===== src/design/dcf_defines.svh =====
// Offsets, field positions, reset values and encodings of the channel descriptor block
// Overview of operation
// Destination end pointer is inclusive last address
// Software loads fixed target when no advance
// Destination step codes byte, half, word
// Step code three keeps destination fixed
// Software keeps destination step above width
// Destination width decode, code three reserved
// Software sets equal source and destination widths
// Source step codes byte, half, word
// Step code three holds source fixed
// Software keeps source step above width
// Source width decode, code three reserved
// Software preserves reserved bits 23:18
// Source end pointer inclusive or fixed
// Reserved width flagged as configuration error
`ifndef DCF_DEFINES_SVH
`define DCF_DEFINES_SVH
`define DCF_OFS_SRC_END    12'h000
`define DCF_OFS_DST_END    12'h004
`define DCF_OFS_CTRL       12'h008
`define DCF_OFS_START      12'h00C
`define DCF_OFS_STATUS     12'h010
`define DCF_OFS_DST_ADDR   12'h014
`define DCF_OFS_SRC_ADDR   12'h018
`define DCF_DST_STEP_HI    31
`define DCF_DST_STEP_LO    30
`define DCF_DST_WID_HI     29
`define DCF_DST_WID_LO     28
`define DCF_SRC_STEP_HI    27
`define DCF_SRC_STEP_LO    26
`define DCF_SRC_WID_HI     25
`define DCF_SRC_WID_LO     24
`define DCF_RSV_HI         23
`define DCF_RSV_LO         18
`define DCF_CODE_NONE      2'h3
`define DCF_RESET_WORD     32'h0000_0000
`define DCF_RESP_OKAY      2'h0
`define DCF_RESP_SLVERR    2'h2
`endif


===== src/design/dcf_pkg.sv =====
// Types shared by the channel descriptor block
package dcf_pkg;
    // Unit coded in an address step or item width field
    typedef enum logic [1:0] {DCF_BYTE, DCF_HALF, DCF_WORD, DCF_CODE3} dcf_unit_t;
    // Decoded channel control word
    typedef struct packed {
        dcf_unit_t dst_step;
        dcf_unit_t dst_width;
        dcf_unit_t src_step;
        dcf_unit_t src_width;
        logic [5:0] rsv;
    } dcf_ctrl_t;
    // Address pair produced for one item
    typedef struct packed {
        logic [31:0] src;
        logic [31:0] dst;
    } dcf_addr_t;
endpackage


===== src/design/dcf_channel.sv =====
// Channel descriptor registers with AXI4-Lite slave and address stepping
`timescale 1ns/10ps
`include "dcf_defines.svh"
module dcf_channel
(
    input  wire logic        aclk,          // System clock
    input  wire logic        aresetn,       // Synchronous reset, active low
    input  wire logic [11:0] s_axi_awaddr,  // Write address
    input  wire logic        s_axi_awvalid, // Write address valid
    output logic             s_axi_awready, // Write address ready
    input  wire logic [31:0] s_axi_wdata,   // Write data
    input  wire logic [3:0]  s_axi_wstrb,   // Byte enables
    input  wire logic        s_axi_wvalid,  // Write data valid
    output logic             s_axi_wready,  // Write data ready
    output logic [1:0]       s_axi_bresp,   // Write response
    output logic             s_axi_bvalid,  // Write response valid
    input  wire logic        s_axi_bready,  // Write response ready
    input  wire logic [11:0] s_axi_araddr,  // Read address
    input  wire logic        s_axi_arvalid, // Read address valid
    output logic             s_axi_arready, // Read address ready
    output logic [31:0]      s_axi_rdata,   // Read data
    output logic [1:0]       s_axi_rresp,   // Read response
    output logic             s_axi_rvalid,  // Read data valid
    input  wire logic        s_axi_rready,  // Read data ready
    input  wire logic        item_done,     // Transfer engine moved one item
    output dcf_pkg::dcf_ctrl_t ctrl_fields, // Decoded control fields
    output dcf_pkg::dcf_addr_t item_addr,   // Addresses of the current item
    output logic             config_error   // Reserved width present at the last start
);
    logic [31:0] src_end_q;   // Source end pointer
    logic [31:0] src_end_d;
    logic [31:0] dst_end_q;   // Destination end pointer
    logic [31:0] dst_end_d;
    logic [31:0] ctrl_q;      // Channel control word
    logic [31:0] ctrl_d;
    logic [7:0]  items_q;     // Item count minus one, written with start
    logic [7:0]  items_d;
    logic [7:0]  left_q;      // Items still to move minus one
    logic [7:0]  left_d;
    logic        busy_q;      // Transfer running
    logic        busy_d;
    logic        err_q;       // Configuration error sticky flag
    logic        err_d;
    logic        aw_got_q;    // Write address held
    logic        aw_got_d;
    logic        w_got_q;     // Write data held
    logic        w_got_d;
    logic [11:0] awaddr_q;
    logic [11:0] awaddr_d;
    logic [31:0] wdata_q;
    logic [31:0] wdata_d;
    logic [3:0]  wstrb_q;
    logic [3:0]  wstrb_d;
    logic        bvalid_q;
    logic        bvalid_d;
    logic [1:0]  bresp_q;
    logic [1:0]  bresp_d;
    logic        rvalid_q;
    logic        rvalid_d;
    logic [31:0] rdata_q;
    logic [31:0] rdata_d;
    logic [1:0]  rresp_q;
    logic [1:0]  rresp_d;
    logic        do_write;    // Both halves of a write present
    logic        start;       // Software started a transfer
    logic        width_bad;   // Reserved width code present
    logic        advance;     // Step addresses this cycle
    logic [31:0] merged;      // Write data merged under byte enables

    // Merge write data into the old value per byte lane
    function automatic logic [31:0] lanes(input logic [31:0] old, input logic [31:0] nw,
                                          input logic [3:0] be);
        logic [31:0] r;
        r = old;
        for (int i = 0; i < 4; i++)
        begin
            if (be[i])
                r[i*8 +: 8] = nw[i*8 +: 8];
        end
        lanes = r;
    endfunction

    assign ctrl_fields   = dcf_pkg::dcf_ctrl_t'(ctrl_q[31:18]);
    // Reserved width in either field refuses the transfer
    assign width_bad     = (ctrl_q[`DCF_DST_WID_HI:`DCF_DST_WID_LO] == `DCF_CODE_NONE)
                        || (ctrl_q[`DCF_SRC_WID_HI:`DCF_SRC_WID_LO] == `DCF_CODE_NONE); // see R14, see R6
    assign do_write      = aw_got_q && w_got_q && !bvalid_q;
    assign start         = do_write && (awaddr_q == `DCF_OFS_START) && wstrb_q[0];
    assign advance       = busy_q && item_done;
    assign s_axi_awready = !aw_got_q;
    assign s_axi_wready  = !w_got_q;
    assign s_axi_arready = !rvalid_q;
    assign s_axi_bvalid  = bvalid_q;
    assign s_axi_bresp   = bresp_q;
    assign s_axi_rvalid  = rvalid_q;
    assign s_axi_rdata   = rdata_q;
    assign s_axi_rresp   = rresp_q;
    assign config_error  = err_q;

    // Write channel capture, register writes and response
    always_comb
    begin
        aw_got_d  = aw_got_q;
        w_got_d   = w_got_q;
        awaddr_d  = awaddr_q;
        wdata_d   = wdata_q;
        wstrb_d   = wstrb_q;
        bvalid_d  = bvalid_q;
        bresp_d   = bresp_q;
        src_end_d = src_end_q;
        dst_end_d = dst_end_q;
        ctrl_d    = ctrl_q;
        items_d   = items_q;
        merged    = 32'h0000_0000;
        if (s_axi_awvalid && !aw_got_q)
        begin
            aw_got_d = 1'b1;
            awaddr_d = s_axi_awaddr;
        end
        if (s_axi_wvalid && !w_got_q)
        begin
            w_got_d = 1'b1;
            wdata_d = s_axi_wdata;
            wstrb_d = s_axi_wstrb;
        end
        if (bvalid_q && s_axi_bready)
            bvalid_d = 1'b0;
        if (do_write)
        begin
            aw_got_d = 1'b0;
            w_got_d  = 1'b0;
            bvalid_d = 1'b1;
            bresp_d  = `DCF_RESP_OKAY;
            unique case (awaddr_q)
                `DCF_OFS_SRC_END:  src_end_d = lanes(src_end_q, wdata_q, wstrb_q);
                `DCF_OFS_DST_END:  dst_end_d = lanes(dst_end_q, wdata_q, wstrb_q);
                `DCF_OFS_CTRL:
                begin
                    // Reserved bits are stored as written so read-back preserves them
                    merged = lanes(ctrl_q, wdata_q, wstrb_q);
                    ctrl_d = merged;
                end
                `DCF_OFS_START:    items_d = wdata_q[7:0];
                `DCF_OFS_STATUS, `DCF_OFS_DST_ADDR, `DCF_OFS_SRC_ADDR: ;
                default:           bresp_d = `DCF_RESP_SLVERR;
            endcase
        end
    end

    // Read channel: registered data, unmapped answers SLVERR
    always_comb
    begin
        rvalid_d = rvalid_q;
        rdata_d  = rdata_q;
        rresp_d  = rresp_q;
        if (rvalid_q && s_axi_rready)
            rvalid_d = 1'b0;
        if (s_axi_arvalid && !rvalid_q)
        begin
            rvalid_d = 1'b1;
            rresp_d  = `DCF_RESP_OKAY;
            unique case (s_axi_araddr)
                `DCF_OFS_SRC_END:  rdata_d = src_end_q;
                `DCF_OFS_DST_END:  rdata_d = dst_end_q;
                `DCF_OFS_CTRL:     rdata_d = ctrl_q;
                `DCF_OFS_START:    rdata_d = {24'h000000, items_q};
                `DCF_OFS_STATUS:   rdata_d = {14'h0000, left_q, 8'h00, err_q, busy_q};
                `DCF_OFS_DST_ADDR: rdata_d = item_addr.dst;
                `DCF_OFS_SRC_ADDR: rdata_d = item_addr.src;
                default:
                begin
                    rdata_d = 32'h0000_0000;
                    rresp_d = `DCF_RESP_SLVERR;
                end
            endcase
        end
    end

    // Transfer progress and configuration error
    always_comb
    begin
        busy_d = busy_q;
        left_d = left_q;
        err_d  = err_q;
        if (start)
        begin
            if (width_bad)
            begin
                err_d  = 1'b1;
                busy_d = 1'b0;
            end
            else
            begin
                err_d  = 1'b0;
                busy_d = 1'b1;
                left_d = wdata_q[7:0];
            end
        end
        else if (advance)
        begin
            if (left_q == 8'h00)
                busy_d = 1'b0;                // Last item sits on the end pointer
            else
                left_d = left_q - 8'h01;
        end
    end

    // State registers
    always_ff @(posedge aclk)
    begin
        if (!aresetn)
        begin
            src_end_q <= `DCF_RESET_WORD;
            dst_end_q <= `DCF_RESET_WORD;
            ctrl_q    <= `DCF_RESET_WORD;
            items_q   <= 8'h00;
            left_q    <= 8'h00;
            busy_q    <= 1'b0;
            err_q     <= 1'b0;
            aw_got_q  <= 1'b0;
            w_got_q   <= 1'b0;
            awaddr_q  <= 12'h000;
            wdata_q   <= 32'h0000_0000;
            wstrb_q   <= 4'h0;
            bvalid_q  <= 1'b0;
            bresp_q   <= 2'h0;
            rvalid_q  <= 1'b0;
            rdata_q   <= 32'h0000_0000;
            rresp_q   <= 2'h0;
        end
        else
        begin
            src_end_q <= src_end_d;
            dst_end_q <= dst_end_d;
            ctrl_q    <= ctrl_d;
            items_q   <= items_d;
            left_q    <= left_d;
            busy_q    <= busy_d;
            err_q     <= err_d;
            aw_got_q  <= aw_got_d;
            w_got_q   <= w_got_d;
            awaddr_q  <= awaddr_d;
            wdata_q   <= wdata_d;
            wstrb_q   <= wstrb_d;
            bvalid_q  <= bvalid_d;
            bresp_q   <= bresp_d;
            rvalid_q  <= rvalid_d;
            rdata_q   <= rdata_d;
            rresp_q   <= rresp_d;
        end
    end

    // Address stepping from the end pointers
    dcf_addr_gen u_addr
    (
        .aclk    (aclk),
        .aresetn (aresetn),
        .load    (start && !width_bad),
        .advance (advance),
        .items   (wdata_q[7:0]),
        .src_end (src_end_q),
        .dst_end (dst_end_q),
        .ctrl    (ctrl_fields),
        .addr    (item_addr)
    );
endmodule


===== src/design/dcf_addr_gen.sv =====
// Per-item address generator counting up to inclusive end pointers
`timescale 1ns/10ps
`include "dcf_defines.svh"
module dcf_addr_gen
(
    input  wire logic             aclk,      // System clock
    input  wire logic             aresetn,   // Synchronous reset, active low
    input  wire logic             load,      // Start a new transfer
    input  wire logic             advance,   // One item moved
    input  wire logic [7:0]       items,     // Item count minus one
    input  wire logic [31:0]      src_end,   // Inclusive last source address
    input  wire logic [31:0]      dst_end,   // Inclusive last destination address
    input  wire dcf_pkg::dcf_ctrl_t ctrl,    // Decoded control fields
    output dcf_pkg::dcf_addr_t    addr       // Current item addresses
);
    logic [31:0] src_q;      // Current source address
    logic [31:0] src_d;      // Next source address
    logic [31:0] dst_q;      // Current destination address
    logic [31:0] dst_d;      // Next destination address

    // Offset that places the first item so the last one lands on the end pointer
    function automatic logic [31:0] span(input dcf_pkg::dcf_unit_t s, input logic [7:0] n);
        logic [31:0] w;
        w = {24'h000000, n};
        unique case (s)
            dcf_pkg::DCF_BYTE:  span = w;
            dcf_pkg::DCF_HALF:  span = {w[30:0], 1'b0};
            dcf_pkg::DCF_WORD:  span = {w[29:0], 2'b00};
            dcf_pkg::DCF_CODE3: span = 32'h0000_0000;
        endcase
    endfunction

    // Increment size for one item
    function automatic logic [31:0] step(input dcf_pkg::dcf_unit_t s);
        unique case (s)
            dcf_pkg::DCF_BYTE:  step = 32'h0000_0001;
            dcf_pkg::DCF_HALF:  step = 32'h0000_0002;
            dcf_pkg::DCF_WORD:  step = 32'h0000_0004;
            dcf_pkg::DCF_CODE3: step = 32'h0000_0000;
        endcase
    endfunction

    // Next address computation
    always_comb
    begin
        src_d = src_q;
        dst_d = dst_q;
        if (load)
        begin
            src_d = src_end - span(ctrl.src_step, items);   // see R13
            dst_d = dst_end - span(ctrl.dst_step, items);   // see R1
        end
        else if (advance)
        begin
            src_d = src_q + step(ctrl.src_step);            // see R8
            dst_d = dst_q + step(ctrl.dst_step);            // see R3
        end
    end

    // Address registers
    always_ff @(posedge aclk)
    begin
        if (!aresetn)
        begin
            src_q <= `DCF_RESET_WORD;
            dst_q <= `DCF_RESET_WORD;
        end
        else
        begin
            src_q <= src_d;
            dst_q <= dst_d;
        end
    end

    assign addr.src = src_q;
    assign addr.dst = dst_q;
endmodule


===== config.mk =====
export PLATFORM = sky130hd
export DESIGN_NAME = dcf_channel
export DESIGN_NICKNAME = d
export VERILOG_FILES = /design/src/design/dcf_pkg.sv /design/src/design/dcf_channel.sv /design/src/design/dcf_addr_gen.sv
export VERILOG_INCLUDE_DIRS = /design/src /design/src/design
export SDC_FILE = /design/constraint.sdc
export NUM_CORES = 1
export LEC_CHECK = 0
export BUFFER_PORTS_ARGS = -buffer_cell sky130_fd_sc_hd__buf_2
export CAP_MARGIN = 20
export CORE_MARGIN = 3
export CORE_UTILIZATION = 45
export CTS_CLUSTER_SIZE = 30
export DETAILED_ROUTE_END_ITERATION = 8
export HOLD_SLACK_MARGIN = 0.02
export PLACE_DENSITY = 0.67
export SLEW_MARGIN = 20
export SYNTH_ARGS = -nofsm -noshare
export SYNTH_HDL_FRONTEND = slang
export SYNTH_SLANG_ARGS = --single-unit

===== constraint.sdc =====
create_clock -name aclk -period 9.8 [get_ports aclk]
set_input_delay 1.47 -clock aclk [delete_from_list [all_inputs] [get_ports aclk]]
set_output_delay 1.47 -clock aclk [all_outputs]
set_load 0.005 [all_outputs]

After elaboration in Yosys (flattened, before gate mapping)
Index checks and enable logic that the tools add are counted.
Operators by class
  bitwise logic cells: 1
  reductions and logical operators: 45
  mux-type cells: 30
  add/subtract/negate cells: 5
  equal/unequal tests: 22
Operators with widths (count)
  $pmux 32 s4: 4
  $mux 32: 10
  $pmux 32 s7: 1
  $eq 12x5->1 const B: 6
  $add 32x32->32: 2
  $sub 32x32->32: 2
  $eq 12x4->1 const B: 4
  $reduce_and 3->1: 13
  $mux 8: 4
  $eq 12x3->1 const B: 2
  $logic_not 12->1: 2
  $reduce_or 7->1: 2
  $eq 2x2->1 const B: 6
  $logic_and 1x1->1: 11
  $reduce_bool 2->1: 5
  $mux 1: 9
  $logic_not 8->1: 1
  $sub 8x1->8 const B: 1
  $logic_not 1->1: 5
  $eq 2x1->1 const B: 2
  $logic_not 2->1: 2
  $mux 2: 2
  $ne 2x2->1 const B: 2
  $reduce_and 2->1: 2
  other kinds (3): 3
Storage, ports and cells
  bits of input ports: 68
  logic and storage cells: 131
  register bits: 266

Logic depth before layout (Yosys ltp)
Gate-level depths: netlist of the first run.
  word-level depth: 9
  mapped depth: 13

Hierarchy
A second synthesis of the first run with hierarchy kept.
Second synthesis, totals
  cell total of the unflattened synthesis: 1806
  area total of the unflattened synthesis: 14672.8 µm²
By module, submodules not included
  dcf_channel: sequential area each 4003.8 µm², area each 8968.6 µm², cells each 1058, instances 1
  dcf_addr_gen: sequential area each 1281.2 µm², area each 5704.2 µm², cells each 748, instances 1

Worst setup path after synthesis of the first run
No wires, ideal clock.
  path kind: input-to-reg
  start: input s_axi_araddr[3]
  end: register rdata_q[0] (netlist: s_axi_rdata[0])
  buffers on the path: 3
  data arrival time: 3.088 ns
  cell stages on the path: 7
  slack: 6.581 ns
  library setup time: 0.131 ns
  required time: 9.669 ns
  cell sequence: clkbuf_1 buf_2 buf_1 mux2i_1 o22ai_1 a211oi_1 o21ai_0
On the way
  longest elaborated chain between the ends: 2
  elaborated cells between the ends (all ways): 8
  classes of those cells: eq/ne: 6; mux: 1; reduce/logical: 1
RTL lines
  start: declaration: RTL line dcf_channel.sv:18  | input wire logic [11:0] s_axi_araddr,
  $eq 12x5->1 (tied with other cells): RTL line dcf_channel.sv:162  | unique case (s_axi_araddr)
  $pmux 32 s7 *: RTL line dcf_channel.sv:162
  end signal: assignment: RTL line dcf_channel.sv:248  | rdata_q <= rdata_d;
  end: declaration: RTL line dcf_channel.sv:60  | logic [31:0] rdata_q;
Every way passes the cells marked *; elsewhere a longest branch is shown, timed or not.
A chain may end at the register's enable or synchronous reset.

Worst setup path in the final report of the first run
  start: register ctrl_q[26]
  end: register u_addr.src_q[20]
On the way
  longest elaborated chain between the ends: 7
  elaborated cells between the ends (all ways): 13
  classes of those cells: add/sub: 2; eq/ne: 3; mux: 7; reduce/logical: 1
RTL lines
  start: declaration: RTL line dcf_channel.sv:34  | logic [31:0] ctrl_q;
  start signal: assignment: RTL line dcf_channel.sv:215  | ctrl_q <= `DCF_RESET_WORD;
  start signal: assignment: RTL line dcf_channel.sv:235  | ctrl_q <= ctrl_d;
  $eq 2x2->1 (tied with other cells): RTL line dcf_addr_gen.sv:25, dcf_addr_gen.sv:35
  $pmux 32 s4: RTL line dcf_addr_gen.sv:35  | unique case (s)
  $mux 32: RTL line dcf_addr_gen.sv:53  | else if (advance)
  $mux 32: RTL line dcf_addr_gen.sv:48  | if (load)
  $add 32x32->32: RTL line dcf_addr_gen.sv:55  | src_d = src_q + step(ctrl.src_step);
  $mux 32: RTL line dcf_addr_gen.sv:53
  $mux 32 *: RTL line dcf_addr_gen.sv:48
  end signal: assignment: RTL line dcf_addr_gen.sv:65  | src_q <= `DCF_RESET_WORD;
  end signal: assignment: RTL line dcf_addr_gen.sv:70  | src_q <= src_d;
  end: declaration: RTL line dcf_addr_gen.sv:16  | logic [31:0] src_q;
Every way passes the cells marked *; elsewhere a longest branch is shown, timed or not. The select of a mux whose other input is x is not followed.

==> results of run 1 <==
[critical path, cell delays in order, from the launching register on]
cell and delay (ps):
dfxtp_1 640, nor2b_1 570, a21oi_1 180, ha_1 380, a21o_1 200, a221oi_1 390
o21ai_1 130, buf_4 190, a2111oi_0 700, xnor2_1 210, a21oi_1 90
[Yosys cell counts, drive strengths merged, types with 5 or more instances]
| library cell | count | area (um2) |
|---|---|---|
| nor2 | 122 | 487 |
| dfxtp | 264 | 5290 |
| a21oi | 194 | 978 |
| o22ai | 26 | 163 |
| ha | 28 | 350 |
| nand3 | 42 | 210 |
| and4 | 12 | 105 |
| a221oi | 32 | 280 |
| nand2b | 7 | 51.3 |
| or4 | 6 | 52.6 |
| inv | 28 | 105 |
| a31oi | 6 | 52.6 |
| a2111oi | 7 | 61.3 |
| mux2i | 83 | 831 |
| buf | 32 | 193 |
| xor2 | 49 | 429 |
| nor3 | 43 | 225 |
| mux2 | 5 | 56.3 |
| clkbuf | 96 | 380 |
| o21a | 7 | 52.6 |
| a21o | 9 | 67.6 |
| o21ai | 92 | 460 |
| nand4 | 22 | 138 |
| a211oi | 39 | 293 |
| or3 | 8 | 50.1 |
| and2 | 7 | 43.8 |
| or2 | 7 | 43.8 |
| nor2b | 13 | 81.3 |
| and3 | 11 | 68.8 |
| nand2 | 322 | 1220 |
| o2bb2ai | 16 | 140 |
| nor4 | 25 | 181 |
| xnor2 | 57 | 499 |
[power by group through the flow]
stage	registers, W	logic, W	clock network, W
2_1_floorplan	0.00112	0.000171	0
3_3_place_gp	0.00113	0.000224	0
3_5_place_dp	0.00113	0.000226	0
4_1_cts	0.00111	0.000228	0.00111
5_1_grt	0.00111	0.000252	0.00116
6_report	0.00111	0.000230	0.00110
[layer usage]
layer / GRT usage / part of all wire / routed length, um
met1: 0.425 / 0.47 / 22600
met5: 0 / 0 / 0
met3: 0.0436 / 0.097 / 4680
met2: 0.399 / 0.41 / 19900
met4: 0.0680 / 0.025 / 1220
[layout make-up]
type | count | area [um2]
fill | 3002 | 14600
timing repair buffer | 205 | 1080
clock inverter | 11 | 88.8
inverter | 28 | 110
tap | 396 | 495
clock buffer | 45 | 878
sequential | 264 | 5290
multi-input combinational | 1365 | 8360
[kinds of logic (layout without fill, tap and decap cells)]
| kind of cell | count (synthesis) | after routing | share of synthesized area |
|---|---|---|---|
| simple gates | 670 | 670 | 0.223 |
| compound gates | 467 | 467 | 0.202 |
| flops | 264 | 264 | 0.370 |
| buf+inv | 156 | 289 | 0.0474 |
| xor+xnor | 106 | 106 | 0.0650 |
| mux | 88 | 88 | 0.0621 |
| fa+ha+maj | 32 | 32 | 0.0301 |
| other cells | 1 | 2 | 0.000262 |
[through the flow]
step | instances | power, W
global route | 2314 | 0.00252
global placement | 2257 | 0.00135
finish | 2314 | 0.00244
CTS | 2314 | 0.00245
detailed placement | 2258 | 0.00136
floorplan | 1785 | 0.00129
[registers in the layout (all words and copies together) (netlist names), 4 cells and up]
register,cells
awaddr_q,12
ctrl_q,32
dst_end_q,32
items_q,8
left_q,8
s_axi_rdata,32
src_end_q,32
u_addr.dst_q,32
u_addr.src_q,32
wdata_q,32
wstrb_q,4
[worst max-delay path by stage]
stage	to	slack [ps]	cells past startpoint
after floorplan	s_axi_rdata[0]	6580	7
after global placement	s_axi_rdata[13]	5840	7
after detailed placement	s_axi_rdata[22]	5710	6
after CTS	u_addr.src_q[20]	6040	10
after global routing	u_addr.src_q[20]	5630	10
final	u_addr.src_q[20]	5980	10
==> impl_metrics.env, run 1 <==
export IMPL_outcome="finished clean"
export IMPL_route_detailed_drc=0
export IMPL_end_kind="flop"
export IMPL_p_clk_frac=0.451
export IMPL_power_density_nw_per_um2=150
export IMPL_grt_pass1_vias=12700
export IMPL_top_level_ports=188
export IMPL_hold_viol=0
export IMPL_design_area_um2=16300
export IMPL_crit_fanout=13
export IMPL_grt_ovfl_total=0
export IMPL_ctsResizeCount=0
export IMPL_slew_viol_final=0
export IMPL_start_kind="flop"
export IMPL_cp_arrival_ps=4230
export IMPL_cts_buffers=30
export IMPL_reg2reg_depth=10
export IMPL_ys_seq_area_frac=0.370
export IMPL_finalCritPeriodShare=0.390
export IMPL_holdWs_ps=446
export IMPL_final_common_cell="nand2_1"
export IMPL_combPwrFrac=0.094
export IMPL_synth_avg_cell_area_um2=8.01
export IMPL_area_growth_pct=14.1
export IMPL_cts_tree="done"
export IMPL_switching_power_w=0.000618
export IMPL_r2r_setup_slack_ps=5980
export IMPL_crit_start="ctrl_q[26]"
export IMPL_synth_cell_type_count=83
export IMPL_port_buffers=185
export IMPL_die_area_um2=33900
export IMPL_synth_ff_type="dfxtp_1"
export IMPL_final_setup_skew_ps=26.2
export IMPL_grt_max_degree=112
export IMPL_coreArea_um2=30900
export IMPL_cts_hold_buf=0
export IMPL_die_y_um=184
export IMPL_path_clk_slew_ps=60
export IMPL_placed_cell_area_um2=15300
export IMPL_fp_row_count=64
export IMPL_sw_frac_of_total=0.253
export IMPL_ys_warn_count=0
export IMPL_final_cell_mix="nand2_1 (321), dfxtp_1 (264), a21oi_1 (191)"
export IMPL_netlist_instances=1784
export IMPL_async_flop_share=0
export IMPL_finish_utilization=0.527
export IMPL_relSlewSlack=0.270
export IMPL_ys_ff_latch=264
export IMPL_p_seq_frac=0.455
export IMPL_routabilityCongestion=0.952
export IMPL_post_cts_setup_buffers=0
export IMPL_maxCapViolations=0
export IMPL_vias_per_cell=6.00
export IMPL_track_usage=0.275
export IMPL_reg2reg_from="ctrl_q[26]"
export IMPL_intPower_w=0.00182
export IMPL_n_antenna_cell=0
export IMPL_worstSkewPairLatency_ps=560
export IMPL_clockBufferDepth=3
export IMPL_hp_class="flop to flop"
export IMPL_peakVddDrop_uv=141
export IMPL_cts_sinks=264
export IMPL_antenna_found_initial=0
export IMPL_vias=13900
export IMPL_drive_gt1_frac=0.151
export IMPL_worst_pin_slew_ps=1090
export IMPL_tns_ps=0
export IMPL_grt_first_pass_wirelength_um=74800
export IMPL_h_tree_depth=1
export IMPL_layout_nets=1994
export IMPL_dp_hpwl_um=35500
export IMPL_post_drt_wl_per_cell_um=20.9
export IMPL_whs_path_depth=2
export IMPL_setup_violations_final=0
export IMPL_place_ws_ps=5710
export IMPL_rsz0062_at_grt="false"
export IMPL_synth_area_um2=14300
export IMPL_cts_root_buffer="clkbuf_16"
export IMPL_chipWidth_um=184
export IMPL_period_minus_slack_ps=3820
export IMPL_p_leak_nw=6.30
export IMPL_synth_edf_count=0
export IMPL_drtAntennaViolNets=0
export IMPL_timing_final_ws_setup_ps=5980
export IMPL_drt_iter0_drc=1693
export IMPL_min_to="s_axi_rdata[30]"
export IMPL_cp_required_ps=10210
export IMPL_critPathKind="flop to flop"
export IMPL_wirelength_um=48400
export IMPL_hold_start="s_axi_rdata[30]"
export IMPL_timing_fmax_mhz=262
export IMPL_worstReg2RegEnd="u_addr.src_q[20]"
export IMPL_start_util=0.462
export IMPL_dr_pass1_iters=5
Note: power is estimated with default switching activity, not from simulation.
==> run 2, diff against run 1 <==
--- a/config.mk
+++ b/config.mk
@@ -6,6 +6,7 @@
 export SDC_FILE = /design/constraint.sdc
 export NUM_CORES = 1
 export LEC_CHECK = 0
+export ABC_AREA = 1
 export BUFFER_PORTS_ARGS = -buffer_cell sky130_fd_sc_hd__buf_2
 export CAP_MARGIN = 20
 export CORE_MARGIN = 3
@@ -13,7 +14,7 @@
 export CTS_CLUSTER_SIZE = 30
 export DETAILED_ROUTE_END_ITERATION = 8
 export HOLD_SLACK_MARGIN = 0.02
-export PLACE_DENSITY = 0.67
+export PLACE_DENSITY = 0.66
 export SLEW_MARGIN = 20
 export SYNTH_ARGS = -nofsm -noshare
 export SYNTH_HDL_FRONTEND = slang
==> constraint.sdc (replaced) <==
create_clock -name aclk -period 3.9 [get_ports aclk]
set_input_delay 0.585 -clock aclk [delete_from_list [all_inputs] [get_ports aclk]]
set_output_delay 0.585 -clock aclk [all_outputs]
set_load 0.005 [all_outputs]
==> run 2 against run 1 <==
  * Non-clock buffer count rose by 20
  * Via count grew 30%
  * Synthesized cell count grew 44%
  * Global-route usage rose by 7.9 points
  * Fmax is 9.4% higher
  * Cell count increased by 38%
  * Critical path depth is 7 higher
  * Hold slack got worse by 240 ps
  * Wire length grew 43%
  * Clock-buffer cell count shrank 7
  * Clock power rose to 2.9 times the previous value
  * Setup slack got worse by 5600 ps
==> impl_metrics.env, run 2 <==
export IMPL_outcome="finished clean"
export IMPL_worstSkewPairLatency_ps=600
export IMPL_synth_edf_count=0
export IMPL_hp_class="input pin to flop"
export IMPL_drt_iter0_drc=1921
export IMPL_route_detailed_drc=0
export IMPL_async_flop_share=0
export IMPL_tns_ps=0
export IMPL_synthXorXnorAreaFrac=0.0262
export IMPL_routabilityCongestion=0.978
export IMPL_synth_compound_area_frac=0.193
export IMPL_synth_top_family_by_area="simple AND/OR/NAND/NOR gates"
export IMPL_dp_hpwl_um=53700
export IMPL_wirelength_um=69500
export IMPL_yosysTopAreaCell="dfxtp_1"
export IMPL_final_common_cell="nand2_1"
export IMPL_grt_ovfl_total=0
export IMPL_path_clk_slew_ps=60
export IMPL_post_drt_wl_per_cell_um=21.7
export IMPL_register_area_um2=5290
export IMPL_period_minus_slack_ps=3500
export IMPL_timing_fmax_mhz=286
export IMPL_start_util=0.461
export IMPL_synth_top_cell_area_share=0.329
export IMPL_synth_common_cells="nand2_1 (617), o21ai_0 (327), nor2_1 (319), inv_1 (297), dfxtp_1 (264)"
export IMPL_synth_simple_area_share=0.319
export IMPL_clockBufferDepth=3
export IMPL_holdWs_ps=208
export IMPL_peakVddDrop_uv=405
export IMPL_h_tree_depth=1
export IMPL_crit_fanout=7
export IMPL_synth_cell_type_count=47
export IMPL_cts_root_buffer="clkbuf_16"
export IMPL_cts_hold_buf=0
export IMPL_worst_pin_slew_ps=931
export IMPL_drtAntennaViolNets=0
export IMPL_end_kind="flop"
export IMPL_netlist_instances=2574
export IMPL_synth_fa_ha_area_frac=0.0268
export IMPL_relSlewSlack=0.378
export IMPL_cts_sinks=264
export IMPL_ys_ff_latch=264
export IMPL_setup_violations_final=0
export IMPL_p_leak_nw=8.36
export IMPL_ys_warn_count=0
export IMPL_cp_arrival_ps=4020
export IMPL_chipWidth_um=195
export IMPL_grt_first_pass_wirelength_um=103000
export IMPL_stdcell_count=3198
export IMPL_coreArea_um2=34800
export IMPL_cts_buffers=31
export IMPL_synth_ff_type="dfxtp_1"
export IMPL_synth_area_um2=16000
export IMPL_grt_pass1_vias=16700
export IMPL_cts_tree="done"
export IMPL_final_setup_skew_ps=15.3
export IMPL_fp_row_count=68
export IMPL_port_buffers=185
export IMPL_dr_pass1_iters=6
export IMPL_reg2reg_depth=17
export IMPL_placed_cells=3139
export IMPL_hold_viol=0
export IMPL_ctsResizeCount=0
export IMPL_vias=18000
export IMPL_antenna_found_initial=1
export IMPL_place_ws_ps=537
export IMPL_yosysMostFrequentCell="nand2_1"
export IMPL_finalCritPeriodShare=0.896
export IMPL_ys_seq_area_frac=0.329
export IMPL_layout_nets=2818
export IMPL_area_growth_pct=15.3
export IMPL_synth_avg_cell_area_um2=6.23
export IMPL_critPathKind="flop to flop"
export IMPL_maxCapViolations=0
export IMPL_die_y_um=195
export IMPL_rsz0062_at_grt="false"
export IMPL_whs_path_depth=3
export IMPL_final_cell_mix="nand2_1 (617), o21ai_0 (327), nor2_1 (319)"
export IMPL_die_area_um2=38000
export IMPL_fillers=3664
export IMPL_n_antenna_cell=0
export IMPL_post_cts_setup_buffers=0
export IMPL_multi_input_area_um2=9080
export IMPL_synth_mux_area_frac=0
export IMPL_drive_gt1_frac=0.113
export IMPL_track_usage=0.354
export IMPL_power_density_nw_per_um2=357
export IMPL_design_area_um2=18500
export IMPL_slew_viol_final=0
export IMPL_cp_required_ps=4430
export IMPL_top_level_ports=188
export IMPL_timing_final_ws_setup_ps=404
export IMPL_vias_per_cell=5.63
export IMPL_start_kind="flop"
export IMPL_synth_top_cells_by_area="dfxtp_1 (33%), nand2_1 (14%), o21ai_0 (10%), nor2_1 (7.5%), a21oi_1 (7.3%)"
export IMPL_placed_cell_area_um2=17300
export IMPL_grt_max_degree=151
## run 2: cell types whose count changed after synthesis, sizes merged, moves of 46 or more
cell / previous run / this run
inv: 28 / 302
mux2i: 83 / 0
nor2: 122 / 324
nand2: 322 / 619
xnor2: 57 / 11
o21ai: 92 / 329
nand3: 42 / 170
## run 2: metrics by stage
step | util | power (W)
after floorplan | - | 0.00320
after global placement | 0.498 | 0.00340
after detailed placement | 0.498 | 0.00341
after CTS | 0.531 | 0.00661
after global routing | 0.531 | 0.00680
final | 0.531 | 0.00660
## run 2: worst paths after layout
check / endpoint / start / slack, ps
max: u_addr.src_q[14] / ctrl_q[26] / 400
min: wdata_q[20] / s_axi_wdata[20] / 210
max reg2reg: u_addr.src_q[14] / ctrl_q[26] / 400
min reg2reg: ctrl_q[3] / ctrl_q[3] / 450
## run 2: logic make-up after synthesis
kind of cell,count (synthesis)
and+or+nand+nor,1212
AOI/OAI and AO/OA,598
buffers and inverters,419
DFF,264
xor gates and xnor gates,48
adders and majority gates,32
other,1
## run 2: cell type report
type                       count  share of cell area
clock buffer                  38              0.0466
inverter                     304              0.0617
clock inverter                20              0.0152
timing repair buffer         225              0.0689
multi-input combinational   1892               0.491
tap                          455              0.0308
sequential                   264               0.286
## run 2: worst max-delay path, stage by stage (launching register included)
cell and delay [ps]:
dfxtp_1 500, inv_1 140, nor2_1 350, inv_1 260
o221ai_1 200, o21ai_0 130, ha_1 360, nand2_1 80
nand2_1 90, inv_1 70, nand2_1 120, nand2_1 140
nand2_1 160, nor2_1 350, nand2_1 90, a21oi_1 220
nor2_1 90, nor2_1 80
## run 2: power by group
part | leakage (nW) | internal [W] | switching [W]
registers | 2.14 | 0.00274 | 0.0000486
clock network | 0.561 | 0.00197 | 0.00126
logic | 5.66 | 0.000182 | 0.000390
total | 8.36 | 0.00490 | 0.00170
## run 2: per-layer routing
| metal | vias to the layer above | routed length [um] | global-route usage |
|---|---|---|---|
| li1 | 8649 | - | - |
| met1 | 8333 | 30500 | 0.505 |
| met2 | 882 | 29700 | 0.539 |
| met3 | 146 | 6930 | 0.0773 |
| met4 | 0 | 2360 | 0.102 |
| met5 | - | 0 | 0 |
